===== src/verilog/clash_rssi_pkg.sv =====
// package: register map, reset values and timing for the clash/signal status bank
package clash_rssi_pkg;
    // register indices (printed offsets are not multiples of four)
    localparam logic [7:0] IDX_MASK   = 8'h0D;
    localparam logic [7:0] IDX_CLASH  = 8'h0E;
    localparam logic [7:0] IDX_LEVEL  = 8'h0F;
    localparam logic [7:0] IDX_EVENT  = 8'h10;
    localparam logic [7:0] IDX_EVMASK = 8'h11;
    localparam logic [7:0] IDX_CTRL   = 8'h12;
    localparam logic [7:0] IDX_ISTAT  = 8'h13;
    localparam int         ADDR_SHIFT = 2;
    // reset values
    localparam logic [5:0] MASK_RST   = 6'h3E;
    localparam logic [7:0] CLASH_RST  = 8'h00;
    localparam logic [2:0] EV_RST     = 3'h0;
    localparam logic [2:0] CTRL_RST   = 3'h0;
    // field positions
    localparam int         OSC_BIT    = 6;
    localparam int         CTRL_SWAP  = 0;
    localparam int         CTRL_AMPL  = 1;
    localparam int         CTRL_TYPEA = 2;
    // event bits: 0 clash captured, 1 oscillator stable, 2 level latched
    localparam int         EV_CLASH   = 0;
    localparam int         EV_OSC     = 1;
    localparam int         EV_LEVEL   = 2;
    // oscillator settle time
    localparam int         CLK_MHZ    = 200;
    localparam int         OSC_US     = 200;
    localparam int         OSC_CYC    = OSC_US * CLK_MHZ;
    // per-source status/enable word, bit 5 fifo .. bit 0 no-response
    typedef struct packed {
        logic fifo;
        logic crc;
        logic parity;
        logic framing;
        logic clash;
        logic noresp;
    } irq_src_s;
endpackage


===== src/verilog/collision_mask_rssi_status.sv =====
// collision position, interrupt mask and signal level status register bank
// Contract
// mask bits 5..1 enable fifo, crc, parity, framing, collision; reset to one
// mask bit 0 enables no-response interrupt; reset to zero
// 10-bit clash index: bits 9:8 in mask reg 7:6, low byte at 0x0E
// low clash byte zero at reset or enable low, cleared after each read
// outside type A, capture holds bit position of framing/parity/CRC error
// level register bit 6 shows oscillator stable, about 200 us after start
// bits 5:3 aux level from second input, first input when swap set
// bits 2:0 main channel level, bit 2 most significant
// levels follow envelope and hold the peak after packet end; the code only tracks rises, keeping the running peak
// latched levels cleared when next transmission starts
// each level is a 3-bit code, seven steps of 4 dB
// levels valid from reception start until next transmission
// with field off, register shows measured RF amplitude on request
// reading interrupt status clears it and releases the request line
// masked source does not drive request line, status still recorded
//
// The implementer's own choice: the Wishbone register port.
`timescale 1ns/100ps
module collision_mask_rssi_status #(
    parameter int OSC_SETTLE = clash_rssi_pkg::OSC_CYC
) (
    input  wire logic        i_clk_sys,
    input  wire logic        i_rst_n,
    input  wire logic        i_chip_en,
    input  wire logic        i_wb_cyc,
    input  wire logic        i_wb_stb,
    input  wire logic        i_wb_we,
    input  wire logic [7:0]  i_wb_adr,
    input  wire logic [3:0]  i_wb_sel,
    input  wire logic [31:0] i_wb_dat,
    output logic      [31:0] o_wb_dat,
    output logic             o_wb_ack,
    input  wire logic [5:0]  i_src_event,
    input  wire logic        i_err_valid,
    input  wire logic [9:0]  i_err_pos,
    input  wire logic        i_err_is_clash,
    input  wire logic        i_tx_start,
    input  wire logic        i_rx_active,
    input  wire logic        i_rf_on,
    input  wire logic [2:0]  i_primary_receive_pin,
    input  wire logic [2:0]  i_secondary_receive_pin,
    input  wire logic [2:0]  i_rf_ampl,
    input  wire logic        i_osc_run,
    output logic             o_irq_req,
    output logic             o_irq
);
    // state
    clash_rssi_pkg::irq_src_s mask_q, mask_d, istat_q, istat_d;
    logic [9:0]  clash_q, clash_d;
    logic [2:0]  main_q, main_d, aux_q, aux_d;
    logic        osc_ok_q;
    logic [15:0] osc_cnt_q;
    logic [2:0]  ev_q, ev_d, evmask_q, evmask_d, ctrl_q, ctrl_d;
    logic        irq_req_q, irq_q;

    // bus decode
    wire        req      = i_wb_cyc & i_wb_stb & ~o_wb_ack;
    wire        in_range = i_wb_adr[1:0] == 2'h0;
    wire [5:0]  idx      = i_wb_adr[7:clash_rssi_pkg::ADDR_SHIFT];
    wire        wr       = req & i_wb_we & i_wb_sel[0] & in_range;
    wire        rd       = req & ~i_wb_we & in_range;
    wire        hit_mask = idx == clash_rssi_pkg::IDX_MASK[5:0];
    wire        hit_cl   = idx == clash_rssi_pkg::IDX_CLASH[5:0];
    wire        hit_lvl  = idx == clash_rssi_pkg::IDX_LEVEL[5:0];
    wire        hit_ev   = idx == clash_rssi_pkg::IDX_EVENT[5:0];
    wire        hit_evm  = idx == clash_rssi_pkg::IDX_EVMASK[5:0];
    wire        hit_ctl  = idx == clash_rssi_pkg::IDX_CTRL[5:0];
    wire        hit_ist  = idx == clash_rssi_pkg::IDX_ISTAT[5:0];
    wire [7:0]  wdat     = i_wb_dat[7:0];
    wire        clr_en   = ~i_chip_en;
    wire        swap     = ctrl_q[clash_rssi_pkg::CTRL_SWAP];
    wire        ampl_req = ctrl_q[clash_rssi_pkg::CTRL_AMPL];
    wire        type_a   = ctrl_q[clash_rssi_pkg::CTRL_TYPEA];

    // capture only collisions under type A, only errors otherwise
    wire        cap      = i_err_valid & (type_a == i_err_is_clash);

    // level sources, channel swap and field-off amplitude path
    wire [2:0]  main_src = swap ? i_secondary_receive_pin : i_primary_receive_pin;
    wire [2:0]  aux_src  = swap ? i_primary_receive_pin : i_secondary_receive_pin;
    wire        ampl_mod = ~i_rf_on & ampl_req;
    wire        track    = i_rx_active | ampl_mod;

    // peak hold per channel, 3-bit codes of 4 dB steps
    always_comb begin
        main_d = main_q;
        aux_d  = aux_q;
        if (i_tx_start) begin
            main_d = 3'h0;
            aux_d  = 3'h0;
        end else if (ampl_mod) begin
            main_d = i_rf_ampl;
            aux_d  = 3'h0;
        end else if (track) begin
            if (main_src > main_q) main_d = main_src;
            if (aux_src > aux_q) aux_d = aux_src;
        end
    end

    // clash index: event capture wins over clear on read
    always_comb begin
        clash_d = clash_q;
        if (rd & hit_cl) clash_d[7:0] = clash_rssi_pkg::CLASH_RST;
        if (cap) clash_d = i_err_pos;
    end

    // mask register writes, bits 7:6 are read-only clash bits
    always_comb begin
        mask_d = mask_q;
        if (wr & hit_mask) mask_d = wdat[5:0];
    end

    // interrupt status: set wins, read clears
    always_comb begin
        istat_d = istat_q;
        if (rd & hit_ist) istat_d = '0;
        istat_d = istat_d | i_src_event;
    end

    // own event bits, write one to clear, set wins
    wire [2:0] ev_set = {(main_d != main_q) | (aux_d != aux_q),
                         (osc_cnt_q == 16'(OSC_SETTLE - 1)) & ~osc_ok_q,
                         cap};
    always_comb begin
        ev_d     = ev_q;
        evmask_d = evmask_q;
        ctrl_d   = ctrl_q;
        if (wr & hit_ev) ev_d = ev_q & ~wdat[2:0];
        ev_d = ev_d | ev_set;
        if (wr & hit_evm) evmask_d = wdat[2:0];
        if (wr & hit_ctl) ctrl_d = wdat[2:0];
    end

    // read data mux
    wire [7:0] rdat = hit_mask ? {clash_q[9:8], mask_q} :
                      hit_cl   ? clash_q[7:0] :
                      hit_lvl  ? {1'b0, osc_ok_q, aux_q, main_q} :
                      hit_ev   ? {5'h00, ev_q} :
                      hit_evm  ? {5'h00, evmask_q} :
                      hit_ctl  ? {5'h00, ctrl_q} :
                      hit_ist  ? {2'h0, istat_q} : 8'h00;

    // request line only from enabled sources
    wire irq_req_d = |(istat_d & mask_d);
    wire irq_d     = |(ev_d & evmask_d);

    // bus answer, one cycle after request
    always_ff @(posedge i_clk_sys or negedge i_rst_n) begin
        if (!i_rst_n) begin
            o_wb_ack <= 1'b0;
            o_wb_dat <= 32'h0000_0000;
        end else begin
            o_wb_ack <= req;
            o_wb_dat <= {24'h00_0000, (req & ~i_wb_we & in_range) ? rdat : 8'h00};
        end
    end

    // oscillator settle counter
    always_ff @(posedge i_clk_sys or negedge i_rst_n) begin
        if (!i_rst_n) begin
            osc_cnt_q <= 16'h0000;
            osc_ok_q  <= 1'b0;
        end else if (!i_osc_run | clr_en) begin
            osc_cnt_q <= 16'h0000;
            osc_ok_q  <= 1'b0;
        end else if (!osc_ok_q) begin
            osc_cnt_q <= osc_cnt_q + 16'h0001;
            osc_ok_q  <= osc_cnt_q == 16'(OSC_SETTLE - 1);
        end
    end

    // register state, chip enable low resets all but event, event mask, control and irq
    always_ff @(posedge i_clk_sys or negedge i_rst_n) begin
        if (!i_rst_n) begin
            mask_q    <= clash_rssi_pkg::MASK_RST;
            clash_q   <= 10'h000;
            istat_q   <= '0;
            main_q    <= 3'h0;
            aux_q     <= 3'h0;
            ev_q      <= clash_rssi_pkg::EV_RST;
            evmask_q  <= clash_rssi_pkg::EV_RST;
            ctrl_q    <= clash_rssi_pkg::CTRL_RST;
            irq_req_q <= 1'b0;
            irq_q     <= 1'b0;
        end else if (clr_en) begin
            mask_q    <= clash_rssi_pkg::MASK_RST;
            clash_q   <= 10'h000;
            istat_q   <= '0;
            main_q    <= 3'h0;
            aux_q     <= 3'h0;
            ev_q      <= ev_q;
            evmask_q  <= evmask_q;
            ctrl_q    <= ctrl_q;
            irq_req_q <= 1'b0;
            irq_q     <= irq_q;
        end else begin
            mask_q    <= mask_d;
            clash_q   <= clash_d;
            istat_q   <= istat_d;
            main_q    <= main_d;
            aux_q     <= aux_d;
            ev_q      <= ev_d;
            evmask_q  <= evmask_d;
            ctrl_q    <= ctrl_d;
            irq_req_q <= irq_req_d;
            irq_q     <= irq_d;
        end
    end

    assign o_irq_req = irq_req_q;
    assign o_irq     = irq_q;
endmodule

===== config.mk =====
export PLATFORM = sky130hd
export DESIGN_NAME = collision_mask_rssi_status
export DESIGN_NICKNAME = d
export VERILOG_FILES = /design/src/verilog/clash_rssi_pkg.sv /design/src/verilog/collision_mask_rssi_status.sv
export SDC_FILE = /design/constraint.sdc
export NUM_CORES = 1
export LEC_CHECK = 0
export BUFFER_PORTS_ARGS = -buffer_cell sky130_fd_sc_hd__buf_2
export CAP_MARGIN = 40
export CORE_UTILIZATION = 45
export CTS_CLUSTER_DIAMETER = 40
export DETAILED_ROUTE_END_ITERATION = 6
export HOLD_SLACK_MARGIN = 0.12
export MAX_ROUTING_LAYER = met4
export PLACE_DENSITY = 0.72
export SLEW_MARGIN = 10
export SYNTH_ARGS = -nofsm -noshare
export SYNTH_HDL_FRONTEND = slang
export SYNTH_SLANG_ARGS = --single-unit

===== constraint.sdc =====
create_clock -name i_clk_sys -period 3.2 [get_ports i_clk_sys]
set_clock_uncertainty 0.2 [all_clocks]
set_input_delay 0 -clock i_clk_sys [delete_from_list [all_inputs] [get_ports i_clk_sys]]
set_output_delay 0 -clock i_clk_sys [all_outputs]
set_load 0.1 [all_outputs]

; Word-level counts from Yosys, hierarchy flattened
; Cells that the tools add are included.
[op_classes]
addsub = 1
n_lt_le_gt_ge = 2
eq_ne = 14
n_mux = 34
n_bitwise = 30
n_reduce_logical = 5
[ops]
columns = op, count
row1 = two-way mux 6 bit, 8
row2 = two-way mux 3 bit, 14
row3 = two-way mux 16 bit, 2
row4 = two-way mux 8 bit, 4
row5 = == test 6 x 5 -> 1 bit (second input constant), 4
row6 = two-way mux 10 bit, 2
row7 = == test 6 x 4 -> 1 bit (second input constant), 3
row8 = adder 16 x 1 -> 16 bit (second input constant), 1
row9 = bitwise AND 1 bit, 16
row10 = == test 16 bit (second input constant), 1
row11 = two-way mux 7 bit, 1
row12 = bitwise AND 3 bit, 2
row13 = bitwise AND 6 bit, 1
row14 = greater-than comparator 3 bit, 2
row15 = inequality test 3 bit, 2
row16 = OR 6 bit, 1
row17 = OR reduction 6 bit, 1
row18 = inverter 1 bit, 5
row19 = inequality test 2 x 1 -> 1 bit (second input constant), 2
row20 = two-way mux 1 bit, 3
row21 = inequality test 3 x 1 -> 1 bit (second input constant), 1
row22 = inverter 3 bit, 1
row23 = OR 1 bit, 3
row24 = OR 3 bit, 1
row25 = other kinds (5), 5
[word_totals]
ff_bits = 65
in_bits = 81
output_inout_bits = 35
wordCells = 111

; Depth between registers and ports, before layout
[depth]
depth_word = 11
depth_mapped = 10
depth_no_buf = 9

; Worst setup path before layout
; Ideal clock, no wire load.
[synth_path]
path_type = register to register
from = reg o_wb_ack
to = reg irq_req_q (netlist: o_irq_req)
setup_ns = 0.124
t_arrival_ns = 2.138
t_required_ns = 2.876
setup_slack_ns = 0.738
path_stages_with_launch = 7
n_path_buf = 0
synth_period_minus_slack_ns = 2.462
path_cell_list = dfrtp_1 > nand3b_1 > nor4_2 > nand2_2 > a21oi_1 > o22ai_1 > o31a_1
[synth_via]
elab_chain_len = 10
word_cells_on_any_way = 15
cone_classes = mux (3) / bitwise (11) / reduce/logical (1)
[synth_lines]
columns = element, line
row1 = "start, declared", collision_mask_rssi_status.sv:34  ; output logic o_wb_ack,
row2 = "start signal, assigned", collision_mask_rssi_status.sv:155  ; o_wb_ack <= req;
row3 = inverter 1 bit (*), collision_mask_rssi_status.sv:59  ; wire req = i_wb_cyc & i_wb_stb & ~o_wb_ack;
row4 = bitwise AND 1 bit (*), collision_mask_rssi_status.sv:59
row5 = "bitwise AND 1 bit, on equally long branches (2 in series)", "collision_mask_rssi_status.sv:63, collision_mask_rssi_status.sv:62"
row6 = "bitwise AND 1 bit, on equally long branches", "collision_mask_rssi_status.sv:118, collision_mask_rssi_status.sv:62"
row7 = two-way mux 6 bit or bitwise AND 1 bit (tied branches), "collision_mask_rssi_status.sv:118, collision_mask_rssi_status.sv:112"
row8 = OR 6 bit or two-way mux 6 bit (tied branches), "collision_mask_rssi_status.sv:119, collision_mask_rssi_status.sv:112"
row9 = bitwise AND 6 bit (*), collision_mask_rssi_status.sv:146  ; wire irq_req_d = |(istat_d & mask_d);
row10 = OR reduction 6 bit (*), collision_mask_rssi_status.sv:146
row11 = two-way mux 1 bit (*), collision_mask_rssi_status.sv:187  ; end else if (clr_en) begin
row12 = "end signal, assigned", collision_mask_rssi_status.sv:207  ; irq_req_q <= irq_req_d;
row13 = "end, declared", collision_mask_rssi_status.sv:56  ; logic irq_req_q, irq_q;
; Every way passes the cells marked *; elsewhere a longest branch is shown, timed or not.
; A chain may end at the register's enable or synchronous reset.

; Final worst setup path
[layout_path]
from = in i_wb_adr[5]
to = reg istat_q[4] (netlist bit)
[layout_via]
elab_chain_len = 5
[layout_lines]
columns = element, line
row1 = "start, declared", collision_mask_rssi_status.sv:30  ; input wire logic [7:0] i_wb_adr,
row2 = == test 6 x 5 -> 1 bit, collision_mask_rssi_status.sv:70  ; wire hit_ist = idx == clash_rssi_pkg::IDX_ISTAT[5:0];
row3 = bitwise AND 1 bit, collision_mask_rssi_status.sv:118  ; if (rd & hit_ist) istat_d = '0;
row4 = two-way mux 6 bit, collision_mask_rssi_status.sv:118
row5 = OR 6 bit, collision_mask_rssi_status.sv:119  ; istat_d = istat_d | i_src_event;
row6 = two-way mux 6 bit, collision_mask_rssi_status.sv:187
row7 = "end signal, assigned", collision_mask_rssi_status.sv:201  ; istat_q <= istat_d;
row8 = "end, declared", collision_mask_rssi_status.sv:50  ; clash_rssi_pkg::irq_src_s mask_q, mask_d, istat_q, istat_d;
; Every way passes these cells.

==> flow_summary.yaml <==
setup_path:
  path_cells: "dlygate4sd3_1 -> buf_2 -> nor4b_4 -> dlygate4sd3_1 -> and3_2 -> nand2_2 -> a21oi_1 -> dlygate4sd3_1 -> nor2_1"
  max_stage_delay_ns: 0.74
  critical-path-slowest-cell: "dlygate4sd3_1"
  end_kind: "flip-flop"
  crit_path_start_kind: "input port"
  cpMostUsedCell: "dlygate4sd3_1"
  cp_top_family: "buffers and inverters"
  cp.required_ns: 3.22
  worstPathArrival_ns: 3.07
  reg2reg_slack_ns: 0.18
  path_max_fanout: 6
  crit_buf_inv: 4
  crit_type: "input port to flip-flop"
synth:
  synthMostInstantiatedCell: "dfrtp_1"
  syn_area_um2: 3710
  synthCells: 388
  async_flop_share: 1.00
  yosysWarnings: 0
  ys_seq_elements: 65
  ys_seq_area_frac: 0.441
  synth_top_area_share: 0.405
  synthFlopType: "dfrtp_1"
  synth_cell_types: 53
  synth_top_area_cell: "dfrtp_1"
  synth_commonest_cells: "60 x dfrtp_1, 50 x nor2_1, 33 x nand2_1, 25 x buf_4, 24 x a21oi_1"
  avgSynthCellArea_um2: 9.55
  synth_edf_count: 0
  synth_area_leaders: "dfrtp_1 41%, buf_4 5.1%, nor2_1 5.1%"
place:
  place.gp.congestion: 0.829
  port_buffers: 62
  dp.cells: 541
  dp_hpwl_um: 6040
  placed_area_um2: 4020
routing:
  drc: 0
  wl_um: 9450
  dr.pass1.iters: 4
  vias: 3359
  ant_nets: 0
  first_iter_violations: 265
  vias_per_cell: 5.33
  post_drt_wl_per_cell_um: 15.0
clock_network:
  clockBufferDepth: 2
  postCtsSetupRepairBufs: 0
  clock_latency_ns: 0.34
  clock-sinks: 65
  cts.reportedPaths.clkPinSlew_ns: 0.07
  htreeDepth: 3
  cts_tree: "done"
  cts_inserted_buffers: 9
  cts_root_buf: "clkbuf_8"
global_route:
  grt_pass1_vias: 3344
  grt_max_degree: 66
  grt_pass1_wl_um: 15400
  grt_antenna_before_repair: 0
  gr-usage-all-layers: 0.240
  grt-ovfl-total: 0
sta:
  final.setup.tns_ns: 0
  tightestPinTransition_ns: 0.790
  setup-violations-final: 0
  finalCritPeriodShare: 0.955
  drv_slew: 0
  max_freq_ghz: 0.327
  final-hold-violation-count: 0
  worst_hold_slack_ns: 0.120
  rsz0062_at_grt: "no"
  slew-limit-headroom: 0.473
  period_minus_slack_ns: 3.06
die:
  die_w_um: 92.8
  dieArea_um2: 8600
  initial_utilization: 0.472
  coreArea_um2: 7850
  rows: 32
  fp.dieH_um: 92.8
  ios: 116
layout:
  drive_gt1_frac: 0.199
  fin_area_um2: 4940
  diodes: 0
  fillers: 617
  num-nets-final: 611
  areaGrowthSynthToFinish_pct: 33.4
  final_cells: 630
pwr:
  cellLeakagePower_uw: 0.00233
  ir_drop_mv: 0.335
  powerDensity_nw_per_um2: 392
  power_uw: 1940
worst_hold_path:
  hold_class: "input port to flip-flop"
status:
  status: "completed"
run:
  drv_cap: 0
## final timing paths
check                             from            to  depth (start not counted)
max                        i_wb_adr[5]    istat_q[4]                          9
min                        i_wb_adr[7]   o_wb_dat[5]                          5
max reg2reg                  ctrl_q[0]     main_q[2]                         11
min reg2reg                 clash_q[1]    clash_q[1]                          1
max in group asynchronous      i_rst_n  osc_cnt_q[8]                          3
min in group asynchronous      i_rst_n    clash_q[3]                          3
## cell families after synthesis
logic type                 synth area share
AOI/OAI and AO/OA                     0.134
adders and majority gates            0.0236
other                               0.00101
muxes                                 0.100
and+or+nand+nor                       0.189
xor gates and xnor gates             0.0354
buffers and inverters                0.0760
DFF                                   0.441
## report_power, final
part	internal [uW]	leakage (uW)	switching, uW
sequential	841	0.000858	17.4
clock	379	0.0000974	304
combinational	131	0.00137	265
## layout make-up
type                    instances  area (um2)  area share
repair buffers                138        1060       0.215
multi-input cells             296        1880       0.381
clock buffers                  13         149      0.0301
inverters                      13        48.8     0.00987
flip-flops and latches         65        1630       0.330
well taps                     102         128      0.0258
clock inverters                 3        40.0     0.00810
## registers in the layout, indices dropped and copies added (netlist names), 3 cells and up
signal	count
main_q	3
aux_q	3
ev_q	3
ctrl_q	3
osc_cnt_q	16
o_wb_dat	8
mask_q	6
evmask_q	3
istat_q	6
clash_q	10
## cell usage in the layout (no fill, tap or decap), types with 4 or more instances in the layout
cell type	netlist	routed
nor2_1	50	50
ha_1	7	7
a21oi_1	24	23
o22ai_1	5	5
nand4_1	5	5
a22o_1	8	8
inv_1	13	13
nor2b_1	4	4
mux2i_1	18	18
nor3_1	9	9
conb_1	1	24
a31oi_1	4	4
clkbuf_8	0	10
xor2_1	10	10
xnor2_1	5	5
dfrtp_1	60	60
nand3_1	14	14
dfstp_2	5	5
a22oi_1	4	4
buf_2	0	62
dlygate4sd3_1	0	73
mux2_2	11	11
nand2b_1	7	7
o21ai_0	12	12
nand2_1	33	33
## stage by stage
| stage | utilization | setup WS, ns |
|---|---|---|
| detailed placement | 0.512 | 0.538 |
| global placement | 0.512 | 0.591 |
| CTS | 0.629 | 0.206 |
| finish | 0.630 | 0.145 |
| floorplan | - | 0.738 |
| global route | 0.630 | 0.0205 |
## metal layers
layer / global-route usage / up-vias / part of all wire
met1: 0.298 / 1608 / 0.42
li1: - / 1599 / -
met5: - / - / 0
met4: 0.0974 / 0 / 0.023
met3: 0.0575 / 19 / 0.065
met2: 0.378 / 133 / 0.49
## worst min-delay path, cell delays in order
cell     delay (ns)
buf_2          0.12
or3_1          0.24
nor2_1         0.08
a21oi_1        0.12
nor2_1         0.05
## repair_timing
action | 4_1_cts | 5_1_grt
gates resized for setup | 0 | 1
hold buffers | 73 | 0
setup endpoints to repair | 0 | 3
hold endpoints to repair | 130 | 0
Power figures use the tool's default switching activity.
